===== config.mk =====
export PLATFORM = sky130hd
export DESIGN_NAME = pic_ctrl
export DESIGN_NICKNAME = d
export VERILOG_FILES = /design/src/pic_pkg.sv /design/src/pic_ctrl.sv
export SDC_FILE = /design/constraint.sdc
export NUM_CORES = 1
export LEC_CHECK = 0
export BUFFER_PORTS_ARGS = -buffer_cell sky130_fd_sc_hd__buf_2
export CAP_MARGIN = 20
export CORE_ASPECT_RATIO = 0.75
export CORE_MARGIN = 2
export CORE_UTILIZATION = 59
export CTS_CLUSTER_DIAMETER = 120
export CTS_CLUSTER_SIZE = 10
export DETAILED_ROUTE_END_ITERATION = 10
export PLACE_DENSITY = 0.82
export SLEW_MARGIN = 20
export SYNTH_ARGS = -nofsm -noshare
export SYNTH_HDL_FRONTEND = slang
export SYNTH_SLANG_ARGS = --single-unit

===== constraint.sdc =====
create_clock -name core_clk_i -period 3 [get_ports core_clk_i]
set_input_delay 0.15 -clock core_clk_i [delete_from_list [all_inputs] [get_ports core_clk_i]]
set_output_delay 0.15 -clock core_clk_i [all_outputs]
set_load 0.1 [all_outputs]

===== src/pic_pkg.sv =====
package pic_pkg;
    localparam int unsigned PIC_ADDR_W = 8;
    localparam int unsigned PIC_DATA_W = 8;
    localparam logic [7:0] PIC_OFS_CLR0 = 8'hDA;
    localparam logic [7:0] PIC_OFS_CLR1 = 8'hDB;
    localparam logic [7:0] PIC_OFS_MSK1 = 8'hDF;
    localparam logic [7:0] PIC_OFS_MSK0 = 8'hE0;
    localparam logic [7:0] PIC_OFS_SWEN = 8'hE1;
    localparam logic [7:0] PIC_OFS_VC = 8'hE2;
    localparam logic [7:0] PIC_OFS_EVST = 8'hF0;
    localparam logic [7:0] PIC_OFS_EVMSK = 8'hF1;
    localparam int unsigned PIC_NSRC = 10;
    localparam int unsigned PIC_CLR1_W = 2;
    localparam int unsigned PIC_SWEN_BIT = 0;
    localparam logic [9:0] PIC_POSTED_RST = 10'h000;
    localparam logic [9:0] PIC_MASK_RST = 10'h000;
    localparam logic PIC_SWEN_RST = 1'b0;
    localparam logic [7:0] PIC_VEC_BASE = 8'h04;
    localparam logic [7:0] PIC_VEC_STEP = 8'h04;
    localparam logic [7:0] PIC_VEC_NONE = 8'h00;
    localparam int unsigned PIC_EV_W = 2;
    localparam int unsigned PIC_EV_PEND = 0;
    localparam int unsigned PIC_EV_VCLR = 1;
    localparam logic [1:0] PIC_EV_RST = 2'h0;
    typedef struct packed {
        logic i2c;
        logic sleep;
        logic spi;
        logic gpio;
        logic timer_zero_source;
        logic cap_touch_source;
        logic analog;
        logic vmon;
    } pic_src0_t;
    typedef struct packed {
        logic timer_two_source;
        logic timer_one_source;
    } pic_src1_t;
    typedef struct packed {
        logic wr;
        logic rd;
        logic [7:0] addr;
        logic [7:0] wdata;
    } pic_bus_t;
endpackage : pic_pkg


===== src/pic_ctrl.sv =====
// The implementer's own choice: strobed register access.
`timescale 1ns/1ps
// Summary of operation
// - read clear register returns posted bits
// - write 0, post disabled clears posting
// - clearing absent posting changes nothing
// - write 1, post enabled posts request
// - write 1, post disabled: no change
// - write 0, post enabled: no change
// - clear0 bits 7..0 map eight sources
// - clear1 bit1 timer two, bit0 timer one
// - masked source still records posting
// - mask gates only promotion to pending
// - post enable bit 0, reset zero
// - vector clear write drops all pending, and all posting except a coincident hardware event
// - vector clear read gives top vector
// - mask layout matches clear, 1 unmasks
module pic_ctrl (
    input wire logic core_clk_i,
    input wire logic rst_b_i,
    input wire logic clk_en_i,
    input wire pic_pkg::pic_bus_t bus_i,
    input wire pic_pkg::pic_src0_t src0_i,
    input wire pic_pkg::pic_src1_t src1_i,
    output logic [7:0] rdata_o,
    output logic [9:0] pending_o,
    output logic irq_o
);
    import pic_pkg::*;

    logic [9:0] posted_q;
    logic [9:0] posted_d;
    logic [9:0] mask_q;
    logic sw_post_enable_q;
    logic [1:0] ev_stat_q;
    logic [1:0] ev_mask_q;
    logic [1:0] ev_set;
    logic [7:0] rdata_q;
    logic [9:0] pending_q;
    logic irq_q;
    logic [9:0] hw_src;
    logic [9:0] wsel;
    logic [9:0] wbits;
    logic [9:0] pend_now;
    logic [7:0] vec_now;
    logic wr_clr0;
    logic wr_clr1;
    logic wr_vc;
    logic rd_evst;

    // timers one and two in bits 9:8, register 0 sources (timer zero included) in 7:0
    assign hw_src = {src1_i, src0_i};
    assign wr_clr0 = bus_i.wr && (bus_i.addr == PIC_OFS_CLR0);
    assign wr_clr1 = bus_i.wr && (bus_i.addr == PIC_OFS_CLR1);
    assign wr_vc = bus_i.wr && (bus_i.addr == PIC_OFS_VC);
    assign rd_evst = bus_i.rd && (bus_i.addr == PIC_OFS_EVST);
    assign wsel = {{2{wr_clr1}}, {8{wr_clr0}}};
    assign wbits = {bus_i.wdata[1:0], bus_i.wdata};
    assign pend_now = posted_q & mask_q;

    always_comb begin
        posted_d = posted_q;
        if (sw_post_enable_q) begin
            posted_d = posted_q | (wsel & wbits);
        end else begin
            posted_d = posted_q & ~(wsel & ~wbits);
        end
        if (wr_vc) begin
            posted_d = '0;
        end
        // hardware last so a coincident event survives the clear
        posted_d = posted_d | hw_src;
    end

    // lowest bit wins: supply monitor is highest priority
    always_comb begin
        vec_now = PIC_VEC_NONE;
        for (int i = PIC_NSRC - 1; i >= 0; i--) begin
            if (pend_now[i]) begin
                vec_now = PIC_VEC_BASE + 8'(i) * PIC_VEC_STEP;
            end
        end
    end

    always_ff @(posedge core_clk_i or negedge rst_b_i) begin
        if (!rst_b_i) begin
            posted_q <= PIC_POSTED_RST;
        end else if (clk_en_i) begin
            posted_q <= posted_d;
        end
    end

    always_ff @(posedge core_clk_i or negedge rst_b_i) begin
        if (!rst_b_i) begin
            mask_q <= PIC_MASK_RST;
            sw_post_enable_q <= PIC_SWEN_RST;
            ev_mask_q <= PIC_EV_RST;
        end else if (clk_en_i && bus_i.wr) begin
            // reserved bits dropped; software should write them zero
            case (bus_i.addr)
                PIC_OFS_MSK0: mask_q[7:0] <= bus_i.wdata;
                PIC_OFS_MSK1: mask_q[9:8] <= bus_i.wdata[1:0];
                PIC_OFS_SWEN: sw_post_enable_q <= bus_i.wdata[PIC_SWEN_BIT];
                PIC_OFS_EVMSK: ev_mask_q <= bus_i.wdata[1:0];
                default: ;
            endcase
        end
    end

    // events: new pending promotion and vector clear
    assign ev_set[PIC_EV_PEND] = |(pend_now & ~pending_q);
    assign ev_set[PIC_EV_VCLR] = wr_vc;

    always_ff @(posedge core_clk_i or negedge rst_b_i) begin
        if (!rst_b_i) begin
            ev_stat_q <= PIC_EV_RST;
        end else if (clk_en_i) begin
            // set wins over the read clear
            ev_stat_q <= (rd_evst ? 2'h0 : ev_stat_q) | ev_set;
        end
    end

    always_ff @(posedge core_clk_i or negedge rst_b_i) begin
        if (!rst_b_i) begin
            pending_q <= '0;
            irq_q <= 1'b0;
        end else if (clk_en_i) begin
            pending_q <= wr_vc ? 10'h000 : pend_now;
            irq_q <= |(ev_stat_q & ev_mask_q);
        end
    end

    always_ff @(posedge core_clk_i or negedge rst_b_i) begin
        if (!rst_b_i) begin
            rdata_q <= 8'h00;
        end else if (clk_en_i) begin
            rdata_q <= 8'h00;
            if (bus_i.rd) begin
                case (bus_i.addr)
                    PIC_OFS_CLR0: rdata_q <= posted_q[7:0];
                    PIC_OFS_CLR1: rdata_q <= {6'h00, posted_q[9:8]};
                    PIC_OFS_MSK0: rdata_q <= mask_q[7:0];
                    PIC_OFS_MSK1: rdata_q <= {6'h00, mask_q[9:8]};
                    PIC_OFS_SWEN: rdata_q <= {7'h00, sw_post_enable_q};
                    PIC_OFS_VC: rdata_q <= vec_now;
                    PIC_OFS_EVST: rdata_q <= {6'h00, ev_stat_q};
                    PIC_OFS_EVMSK: rdata_q <= {6'h00, ev_mask_q};
                    default: rdata_q <= 8'h00;
                endcase
            end
        end
    end

    assign rdata_o = rdata_q;
    assign pending_o = pending_q;
    assign irq_o = irq_q;
endmodule : pic_ctrl


==> results.py, run 1 <==
metrics = {
    "outcome": {
        "outcome": "finished, violations left",
        "failing_checks": "negative hold slack",
    },
    "global_route": {
        "grt_util_met2": 0.430,
        "total_global_route_track_usage": 0.291,
        "grt_antenna_before_repair": 0,
        "grt_first_pass_wirelength_mm": 10.2,
        "grt_busiest_layer": "met1",
        "grt_start_max_net_pins": 45,
        "globalRouteMet1Util": 0.440,
        "global_route.usage.met3": 0.0640,
        "first_global_vias": 2013,
        "global_route.overflow_total": 0,
    },
    "hold_path": {
        "hold_path.class": "input port to asynchronous set/reset pin",
    },
    "final_layout": {
        "design.final.nets": 308,
        "synthToLayoutAreaGrowth_pct": 15.7,
        "num_antenna_cells": 0,
        "multi_input_area_mm2": 0.00124,
        "area.sequential_mm2": 0.00110,
        "final_layout_size_suffix_gt1_frac": 0.284,
        "final_cells": 333,
        "num-fill-cells": 311,
        "stdcell_area_mm2": 0.00278,
    },
    "placed_design": {
        "place.port_buffers": 49,
        "place_ws_ns": 1.31,
        "dpl-instance-area_mm2": 0.00267,
        "post-dp-hpwl_mm": 4.56,
        "place_inst": 325,
        "gp_congestion": 0.901,
    },
    "route": {
        "drcViolationCount": 0,
        "post_drt_wl_per_cell_um": 18.6,
        "number_of_nets_with_antenna_violations_after_routing": 0,
        "detailroute.via_count": 2148,
        "routed_via_density": 6.45,
        "dr.pass1.iters": 5,
        "drt-initial-drc-count": 202,
        "routed_wirelength_mm": 6.20,
    },
    "power_and_ir_drop": {
        "cellPowerDensity_mw_per_mm2": 480,
        "leakagePower_nw": 1.30,
        "pwr-share-comb": 0.155,
        "seq_power_share": 0.504,
        "cell_internal_pwr_w": 0.000949,
        "swShare": 0.289,
        "clkPwrFrac": 0.341,
        "power.switching_w": 0.000386,
        "vdd_ir_drop_max_uv": 377,
    },
    "critical_path": {
        "worst_path_largest_cell_delay_ns": 0.46,
        "critical_path_class": "register to register",
        "critical_path.cell_chain": "nand2_1 -> o22ai_1 -> or3_1 -> nor3_1 -> o21ai_0",
        "timing.critical_path.to_type": "register",
        "setup.worst_path.start": "posted_q[3]$_DFFE_PN0P_",
        "critPathCapture": "ev_stat_q[0]$_DFFE_PN0P_",
        "regToRegEndpoint": "ev_stat_q[0]$_DFFE_PN0P_",
        "crit_slowest_cell": "dfrtp_1",
        "timing.rr.start": "posted_q[3]$_DFFE_PN0P_",
        "r2r_cells": 5,
        "critPathArrivalTime_ns": 1.81,
        "setup.reg_to_reg.worst_slack_ns": 1.34,
        "highest_net_fanout_along_the_worst_path": 5,
        "worst_ep_required_time_ns": 3.15,
        "crit_path_start_kind": "register",
    },
    "synthesis": {
        "ys_dominant_reg_cell": "dfrtp_1",
        "synth_top_cells_by_count": "44 x dfrtp_1, 17 x nand2_1, 17 x nor2_1, 17 x o2bb2ai_1, 16 x mux2_2",
        "synth-seq-area-share": 0.458,
        "most_repeated_cell_in_the_gate_level_netlist_after_synthesis": "dfrtp_1",
        "post-synth-top-area-cell": "dfrtp_1",
        "netlist_area_mm2": 0.00241,
        "synth.area.top_cells": "dfrtp_1 46%, mux2_2 7.5%, o2bb2ai_1 6.2%, mux2i_1 5.0%, o31ai_1 3.4%",
        "post_synth_num_cell_types": 45,
        "synth_nets": 263,
        "synth_seq_cells": 44,
        "syn_area_per_cell_um2": 10.4,
        "postSynthCellCount": 232,
        "area_share_of_the_leading_cell_type_in_the_synthesized_netlist": 0.458,
        "async_flop_share": 1.00,
        "synthesis.yosys.warnings": 0,
        "number_of_enable_type_register_cells_in_the_synthesized_netlist": 0,
    },
    "die": {
        "pin_count": 50,
        "floorplan.initialDensity": 0.605,
        "die_x_um": 77.7,
        "fp.dieArea_mm2": 0.00461,
        "floorplan.die.height_um": 59.3,
        "fp-row-count": 20,
        "core_area_mm2": 0.00398,
    },
    "cts": {
        "tritoncts": "done",
        "cts-hold-fix-buffers": 0,
        "clock-sinks": 44,
        "worst_setup_hold_path_clk_slew_ns": 0.09,
        "post_cts.repair.setup_buffers": 0,
        "root_buf_cell": "clkbuf_8",
        "cts_inserted_buffers": 5,
        "cts-root-to-sink-buffers": 2,
        "clkLatencyLatePin_ns": 0.30,
        "cts_htree_levels": 2,
        "post_cts_resized": 0,
    },
    "sta": {
        "normalized_max_slew_margin": 0.351,
        "max_freq_ghz": 0.603,
        "layout_setup_ws_ns": 1.34,
        "min_period_over_period": 0.552,
        "report.final.slew_viol_count": 0,
        "post-route-min-period_ns": 1.66,
        "whs_ns": -0.00313,
        "hold_viol_final": 2,
        "clock-skew-final_ns": 0.00943,
        "tightestPinTransition_ns": 0.974,
        "fin_setup_tns_ns": 0,
        "setup-violations-final": 0,
        "rsz0062_at_grt": "no",
    },
    "run": {
        "cap_viol_max_count": 0,
    },
}
[cells by family (layout without fill, tap and decap cells)]
kind of cell | Yosys count | in the layout | share of synthesized area
flops | 44 | 44 | 0.458
buf+inv | 15 | 61 | 0.0281
simple gates | 62 | 62 | 0.139
mux | 28 | 28 | 0.125
compound gates | 83 | 83 | 0.250
[worst min-delay path by stage]
stage | to
after floorplan | ev_mask_q[0]$_DFFE_PN0P_
after global placement | posted_q[4]$_DFFE_PN0P_
after detailed placement | posted_q[6]$_DFFE_PN0P_
after CTS | posted_q[6]$_DFFE_PN0P_
after global routing | posted_q[6]$_DFFE_PN0P_
final | posted_q[6]$_DFFE_PN0P_
[power by group through the flow]
| stage | logic [W] | clock network (W) | registers, W |
|---|---|---|---|
| finish | 0.000207 | 0.000455 | 0.000673 |
| global route | 0.000229 | 0.000481 | 0.000678 |
| CTS | 0.000207 | 0.000458 | 0.000670 |
| detailed placement | 0.000205 | 0 | 0.000682 |
| global placement | 0.000202 | 0 | 0.000679 |
| floorplan | 0.000112 | 0 | 0.000694 |
[critical path: cells and delay by family, from the launching register on]
kind / cells / cell delay, ns
and+or+nand+nor: 3 / 0.82
DFF: 1 / 0.46
AOI/OAI and AO/OA: 2 / 0.22
[flip-flops by register name, indices dropped and copies added (netlist names)]
signal            count
ev_mask_q             2
ev_stat_q             2
irq_o                 1
mask_q               10
pending_o            10
posted_q             10
rdata_o               8
sw_post_enable_q      1
[placed cells by master (no fill, tap or decap), types with 4 or more instances in the layout]
cell / count
a21oi_1: 15
a22oi_1: 8
buf_2: 49
clkbuf_8: 5
dfrtp_1: 44
mux2_2: 16
mux2i_1: 12
nand2_1: 17
nand3_1: 5
nor2_1: 17
nor3_1: 4
o21a_1: 8
o22ai_1: 6
o2bb2ai_1: 17
o31ai_1: 11
[per-stage QoR]
stage / power (W) / utilization
final: 0.00133 / 0.699
after detailed placement: 0.000887 / 0.671
after global placement: 0.000881 / 0.671
after CTS: 0.00134 / 0.699
after floorplan: 0.000806 / -
after global routing: 0.00139 / 0.699
[layer usage]
| metal | part of all wire | vias up |
|---|---|---|
| li1 | - | 988 |
| met1 | 0.47 | 1033 |
| met2 | 0.42 | 114 |
| met3 | 0.089 | 13 |
| met4 | 0.016 | 0 |
| met5 | 0 | - |
[layout make-up]
type,count,area share
multi-input cells,173,0.445
flip-flops and latches,44,0.396
repair buffers,50,0.0908
clock buffers,5,0.0247
well taps,55,0.0247
clock inverters,3,0.0153
inverters,3,0.00405
Note: power is estimated with default switching activity, not from simulation.
==> run 2, diff against run 1 <==
--- a/config.mk
+++ b/config.mk
@@ -9,11 +9,11 @@
 export CAP_MARGIN = 20
 export CORE_ASPECT_RATIO = 0.75
 export CORE_MARGIN = 2
-export CORE_UTILIZATION = 59
+export CORE_UTILIZATION = 54
 export CTS_CLUSTER_DIAMETER = 120
 export CTS_CLUSTER_SIZE = 10
 export DETAILED_ROUTE_END_ITERATION = 10
-export PLACE_DENSITY = 0.82
+export PLACE_DENSITY = 0.76
 export SLEW_MARGIN = 20
 export SYNTH_ARGS = -nofsm -noshare
 export SYNTH_HDL_FRONTEND = slang
==> constraint.sdc (replaced) <==
create_clock -name core_clk_i -period 1.6 [get_ports core_clk_i]
set_input_delay 0.08 -clock core_clk_i [delete_from_list [all_inputs] [get_ports core_clk_i]]
set_output_delay 0.08 -clock core_clk_i [all_outputs]
set_load 0.1 [all_outputs]
==> run 2 against run 1 <==
The run still ends with negative hold slack left. Global-route usage decreased by 1.8 points. Die area increased by 8.7%. Critical endpoint is now rdata_o[1]$_DFFE_PN0P_. Clock skew decreased by 0.0038 ns. Setup slack got worse by 1.2 ns. Highest routed layer unchanged. Sequential cell count unchanged. Critical path depth unchanged.
==> results.py, run 2 (synthesis gave the netlist of run 1 again) <==
metrics = {
    "die": {
        "fp.dieArea_mm2": 0.00501,
        "pin_count": 50,
        "core_area_mm2": 0.00415,
        "die_x_um": 81.1,
        "floorplan.initialDensity": 0.579,
        "floorplan.die.height_um": 61.8,
        "fp-row-count": 20,
    },
    "global_route": {
        "grt_antenna_before_repair": 0,
        "total_global_route_track_usage": 0.273,
        "global_route.overflow_total": 0,
        "grt_first_pass_wirelength_mm": 10.0,
        "grt_start_max_net_pins": 24,
        "first_global_vias": 1959,
    },
    "power_and_ir_drop": {
        "seq_power_share": 0.498,
        "cellPowerDensity_mw_per_mm2": 837,
        "clkPwrFrac": 0.311,
        "power.switching_w": 0.000708,
        "swShare": 0.287,
        "vdd_ir_drop_max_uv": 592,
        "leakagePower_nw": 1.38,
        "pwr-share-comb": 0.191,
        "cell_internal_pwr_w": 0.00176,
        "power.total_w": 0.00246,
    },
    "critical_path": {
        "worst_ep_required_time_ns": 1.78,
        "timing.critical_path.to_type": "register",
        "highest_net_fanout_along_the_worst_path": 6,
        "crit_path_start_kind": "register",
        "critical_path_class": "register to register",
        "setup.reg_to_reg.worst_slack_ns": 0.1,
        "critPathArrivalTime_ns": 1.68,
    },
    "sta": {
        "report.final.slew_viol_count": 0,
        "post-route-min-period_ns": 1.50,
        "normalized_max_slew_margin": 0.641,
        "max_freq_ghz": 0.665,
        "clock-skew-final_ns": 0.00565,
        "min_period_over_period": 0.939,
        "layout_setup_ws_ns": 0.0970,
        "whs_ns": -0.00214,
        "setup-violations-final": 0,
        "rsz0062_at_grt": "no",
        "fin_setup_tns_ns": 0,
        "hold_viol_final": 1,
        "tightestPinTransition_ns": 0.539,
    },
    "route": {
        "routed_via_density": 6.30,
        "number_of_nets_with_antenna_violations_after_routing": 0,
        "drcViolationCount": 0,
        "post_drt_wl_per_cell_um": 18.0,
        "detailroute.via_count": 2223,
        "drt-initial-drc-count": 215,
        "dr.pass1.iters": 6,
        "routed_wirelength_mm": 6.37,
    },
    "final_layout": {
        "mostFrequentLayoutCell": "buf_2",
        "num-fill-cells": 318,
        "design.final.nets": 328,
        "final_cells": 353,
        "synthToLayoutAreaGrowth_pct": 22.4,
        "stdcell_area_mm2": 0.00294,
        "final_layout_size_suffix_gt1_frac": 0.346,
        "final_cell_mix": "49 x buf_2, 38 x dfrtp_1, 19 x buf_4",
        "num_antenna_cells": 0,
    },
    "outcome": {
        "outcome": "finished, violations left",
        "failing_checks": "negative hold slack",
    },
    "hold_path": {
        "hold_path.class": "input port to register",
    },
    "placed_design": {
        "place.port_buffers": 49,
        "post-dp-hpwl_mm": 4.88,
        "place_inst": 344,
        "place_ws_ns": 0.0407,
        "dpl-instance-area_mm2": 0.00283,
        "gp_congestion": 0.909,
    },
    "cts": {
        "cts-root-to-sink-buffers": 2,
        "worst_setup_hold_path_clk_slew_ns": 0.08,
        "cts-hold-fix-buffers": 1,
        "root_buf_cell": "clkbuf_8",
        "cts_htree_levels": 2,
        "cts_inserted_buffers": 5,
        "post_cts_resized": 0,
        "tritoncts": "done",
        "clkLatencyLatePin_ns": 0.30,
        "post_cts.repair.setup_buffers": 0,
        "clock-sinks": 44,
    },
    "run": {
        "cap_viol_max_count": 0,
    },
}
[run 2: changes by cell type in the layout (fill, tap and decap cells not counted), sizes merged]
| cell | previous run | this run |
|---|---|---|
| buf | 50 | 69 |
| bufinv | 1 | 0 |
| clkbuf | 5 | 8 |
| clkinv | 1 | 0 |
| clkinvlp | 1 | 0 |
| dlygate4sd3 | 0 | 1 |
[run 2: layer usage]
layer	vias to the layer above	GRT usage	part of all wire
met5	-	0	0
met4	0	0.0726	0.0077
met3	7	0.0520	0.082
met2	106	0.386	0.41
met1	1068	0.430	0.50
li1	1042	-	-
[run 2: cell type report]
cell class              instances  area, µm²  area share
clock buffers                   8        100      0.0340
inverters                       3       11.3     0.00382
multi-input cells             173       1240       0.420
flip-flops and latches         44       1110       0.377
well taps                      55       68.8      0.0234
repair buffers                 70        418       0.142
[run 2: through the flow]
stage / hold slack, ns / utilization
2_1_floorplan: -0.216 / -
3_3_place_gp: 0.0785 / 0.682
3_5_place_dp: 0.0830 / 0.682
4_1_cts: 0.00242 / 0.709
5_1_grt: 0.00423 / 0.709
6_report: -0.00214 / 0.709
[run 2: critical path: stages, from the launching register on]
cell	delay (ns)
dfrtp_1	0.46
mux2_2	0.29
a22oi_1	0.17
nor2_1	0.06
a211oi_1	0.29
o2bb2ai_1	0.10
[run 2: final timing paths]
kind	start	endpoint	cells after the start
setup / recovery	posted_q[9]$_DFFE_PN0P_	rdata_o[1]$_DFFE_PN0P_	5
hold / removal	src0_i[5]	posted_q[5]$_DFFE_PN0P_	3
hold reg to reg	rdata_o[0]$_DFFE_PN0P_	rdata_o[0]$_DFFE_PN0P_	1
max in group asynchronous	rst_b_i	pending_o[0]$_DFFE_PN0P_	3
min in group asynchronous	rst_b_i	pending_o[3]$_DFFE_PN0P_	2
setup reg to reg	posted_q[9]$_DFFE_PN0P_	rdata_o[1]$_DFFE_PN0P_	5
[run 2: power by group through the flow]
stage	logic, W	registers, W	clock network (W)
4_1_cts	0.000468	0.00122	0.000774
6_report	0.000471	0.00123	0.000766
5_1_grt	0.000512	0.00123	0.000834
3_5_place_dp	0.000464	0.00125	0
3_3_place_gp	0.000448	0.00124	0
2_1_floorplan	0.000211	0.00130	0
==> run 3, diff against run 2 <==
--- a/config.mk
+++ b/config.mk
@@ -6,14 +6,13 @@
 export NUM_CORES = 1
 export LEC_CHECK = 0
 export BUFFER_PORTS_ARGS = -buffer_cell sky130_fd_sc_hd__buf_2
-export CAP_MARGIN = 20
 export CORE_ASPECT_RATIO = 0.75
 export CORE_MARGIN = 2
-export CORE_UTILIZATION = 54
-export CTS_CLUSTER_DIAMETER = 120
+export CORE_UTILIZATION = 50
+export CTS_CLUSTER_DIAMETER = 40
 export CTS_CLUSTER_SIZE = 10
 export DETAILED_ROUTE_END_ITERATION = 10
-export PLACE_DENSITY = 0.76
+export PLACE_DENSITY = 0.71
 export SLEW_MARGIN = 20
 export SYNTH_ARGS = -nofsm -noshare
 export SYNTH_HDL_FRONTEND = slang
==> run 3 against run 2 <==
The flow now finishes without violations. Utilization fell by 3.7 points. Via count grew 1.9%. Wire length rose by 5.0%. Setup slack improved by 0.012 ns. Sequential power hardly changed. Critical path depth increased by 2. Cell count grew 4.0%. Critical endpoint is now rdata_o[2]$_DFFE_PN0P_.
==> results.py, run 3 (synthesis gave the netlist of run 1 again) <==
metrics = {
    "sta": {
        "tightestPinTransition_ns": 0.503,
        "fin_setup_tns_ns": 0,
        "report.final.slew_viol_count": 0,
        "setup-violations-final": 0,
        "hold_viol_final": 0,
        "clock-skew-final_ns": 0.00774,
        "rsz0062_at_grt": "no",
        "max_freq_ghz": 0.670,
        "min_period_over_period": 0.932,
        "normalized_max_slew_margin": 0.665,
        "post-route-min-period_ns": 1.49,
        "layout_setup_ws_ns": 0.109,
    },
    "route": {
        "post_drt_wl_per_cell_um": 18.2,
        "detailroute.via_count": 2265,
        "number_of_nets_with_antenna_violations_after_routing": 0,
        "drt-initial-drc-count": 243,
        "routed_via_density": 6.17,
        "drcViolationCount": 0,
        "dr.pass1.iters": 5,
        "routed_wirelength_mm": 6.69,
    },
    "final_layout": {
        "num-fill-cells": 373,
        "mostFrequentLayoutCell": "buf_2",
        "design.final.nets": 340,
        "finish.utilization": 0.671,
        "final_cell_mix": "49 x buf_2, 37 x dfrtp_1, 28 x buf_4",
        "final_cells": 367,
        "synthToLayoutAreaGrowth_pct": 26.8,
        "num_antenna_cells": 0,
        "final_layout_size_suffix_gt1_frac": 0.371,
        "stdcell_area_mm2": 0.00305,
    },
    "cts": {
        "clkLatencyLatePin_ns": 0.30,
        "tritoncts": "done",
        "clock-sinks": 44,
        "worst_setup_hold_path_clk_slew_ns": 0.09,
        "cts_htree_levels": 2,
        "root_buf_cell": "clkbuf_8",
        "cts-root-to-sink-buffers": 2,
        "cts_inserted_buffers": 5,
    },
    "placed_design": {
        "place_inst": 353,
        "post-dp-hpwl_mm": 5.03,
        "gp_congestion": 0.915,
        "dpl-instance-area_mm2": 0.00289,
        "place_ws_ns": 0.0399,
        "place.port_buffers": 49,
    },
    "global_route": {
        "total_global_route_track_usage": 0.264,
        "grt_start_max_net_pins": 25,
        "global_route.overflow_total": 0,
        "grt_antenna_before_repair": 0,
        "grt_first_pass_wirelength_mm": 11.0,
        "first_global_vias": 2122,
    },
    "critical_path": {
        "timing.critical_path.to_type": "register",
        "worst_path_largest_cell_delay_ns": 0.40,
        "worst_ep_required_time_ns": 1.82,
        "setup.reg_to_reg.worst_slack_ns": 0.11,
        "critical_path_class": "register to register",
        "highest_net_fanout_along_the_worst_path": 4,
        "crit_path_start_kind": "register",
        "crit_slowest_cell": "dfrtp_2",
        "critical_path.cell_chain": "buf_4 -> nand2_1 -> buf_4 -> nand2_1 -> o211ai_1 -> a311o_1 -> a22oi_1",
        "critPathArrivalTime_ns": 1.71,
    },
    "die": {
        "die_x_um": 84.1,
        "fp-row-count": 21,
        "fp.dieArea_mm2": 0.00539,
        "core_area_mm2": 0.00455,
        "floorplan.initialDensity": 0.529,
        "pin_count": 50,
        "floorplan.die.height_um": 64.1,
    },
    "outcome": {
        "outcome": "finished, final reports clean",
    },
    "power_and_ir_drop": {
        "leakagePower_nw": 1.43,
        "cellPowerDensity_mw_per_mm2": 810,
        "vdd_ir_drop_max_uv": 567,
    },
    "run": {
        "cap_viol_max_count": 0,
    },
    "hold_path": {
        "hold_path.class": "input port to register",
    },
}
-- run 3: cell count changes in the layout (fill, tap and decap cells not counted), sizes merged --
cell         previous run  this run
buf                    69        78
clkbuf                  8         7
clkinvlp                0         1
dlygate4sd3             1         4
-- run 3: path summary, 6_finish.rpt --
check	cells after the start	end	startpoint
worst max-delay path	7	rdata_o[2]$_DFFE_PN0P_	posted_q[6]$_DFFE_PN0P_
worst min-delay path	3	posted_q[2]$_DFFE_PN0P_	src0_i[2]
worst max register to register	7	rdata_o[2]$_DFFE_PN0P_	posted_q[6]$_DFFE_PN0P_
worst min register to register	1	rdata_o[4]$_DFFE_PN0P_	rdata_o[4]$_DFFE_PN0P_
max in group asynchronous	3	pending_o[6]$_DFFE_PN0P_	rst_b_i
min in group asynchronous	2	rdata_o[7]$_DFFE_PN0P_	rst_b_i
-- run 3: where the power goes --
part	leakage, nW	internal [W]	total (W)	switching (W)
registers	0.562	0.00117	0.00122	0.0000524
clock network	0.0445	0.000351	0.000740	0.000389
logic	0.825	0.000217	0.000508	0.000291
total	1.43	0.00174	0.00247	0.000733
-- run 3: metal layers --
layer,part of all wire,vias to the layer above,track usage,wire (µm)
met3,0.089,14,0.0594,596
met4,0.015,0,0.0867,97
met5,0,-,0,0
li1,-,1057,-,-
met2,0.42,123,0.373,2780
met1,0.48,1071,0.400,3210
-- run 3: what timing repair did --
action	4_1_cts	5_1_grt
hold endpoints to repair	23	0
hold buffers	4	0
gates resized for setup	0	3
setup endpoints to repair	0	2
setup buffers	0	2
-- run 3: cell type report --
type	instances	area, µm²	share of cell area
clock buffers	7	86.3	0.0283
clock inverters	1	7.51	0.00246
inverters	3	11.3	0.00369
multi-input cells	173	1250	0.410
flip-flops and latches	44	1110	0.364
well taps	57	71.3	0.0234
repair buffers	82	515	0.169
-- run 3: worst max-delay path, delay by kind of cell (launching register included) --
| kind | cells | cell delay (ns) |
|---|---|---|
| flip-flops | 1 | 0.40 |
| AND/OR/NAND/NOR | 2 | 0.12 |
| buffers and inverters | 2 | 0.27 |
| AO/OA/AOI/OAI | 3 | 0.63 |
-- run 3: metrics by stage --
step | power (W) | hold WS (ns)
floorplan | 0.00151 | -0.216
global placement | 0.00171 | 0.0727
detailed placement | 0.00172 | 0.0730
CTS | 0.00247 | 0.000250
global route | 0.00259 | 0.0156
finish | 0.00247 | 0.000315
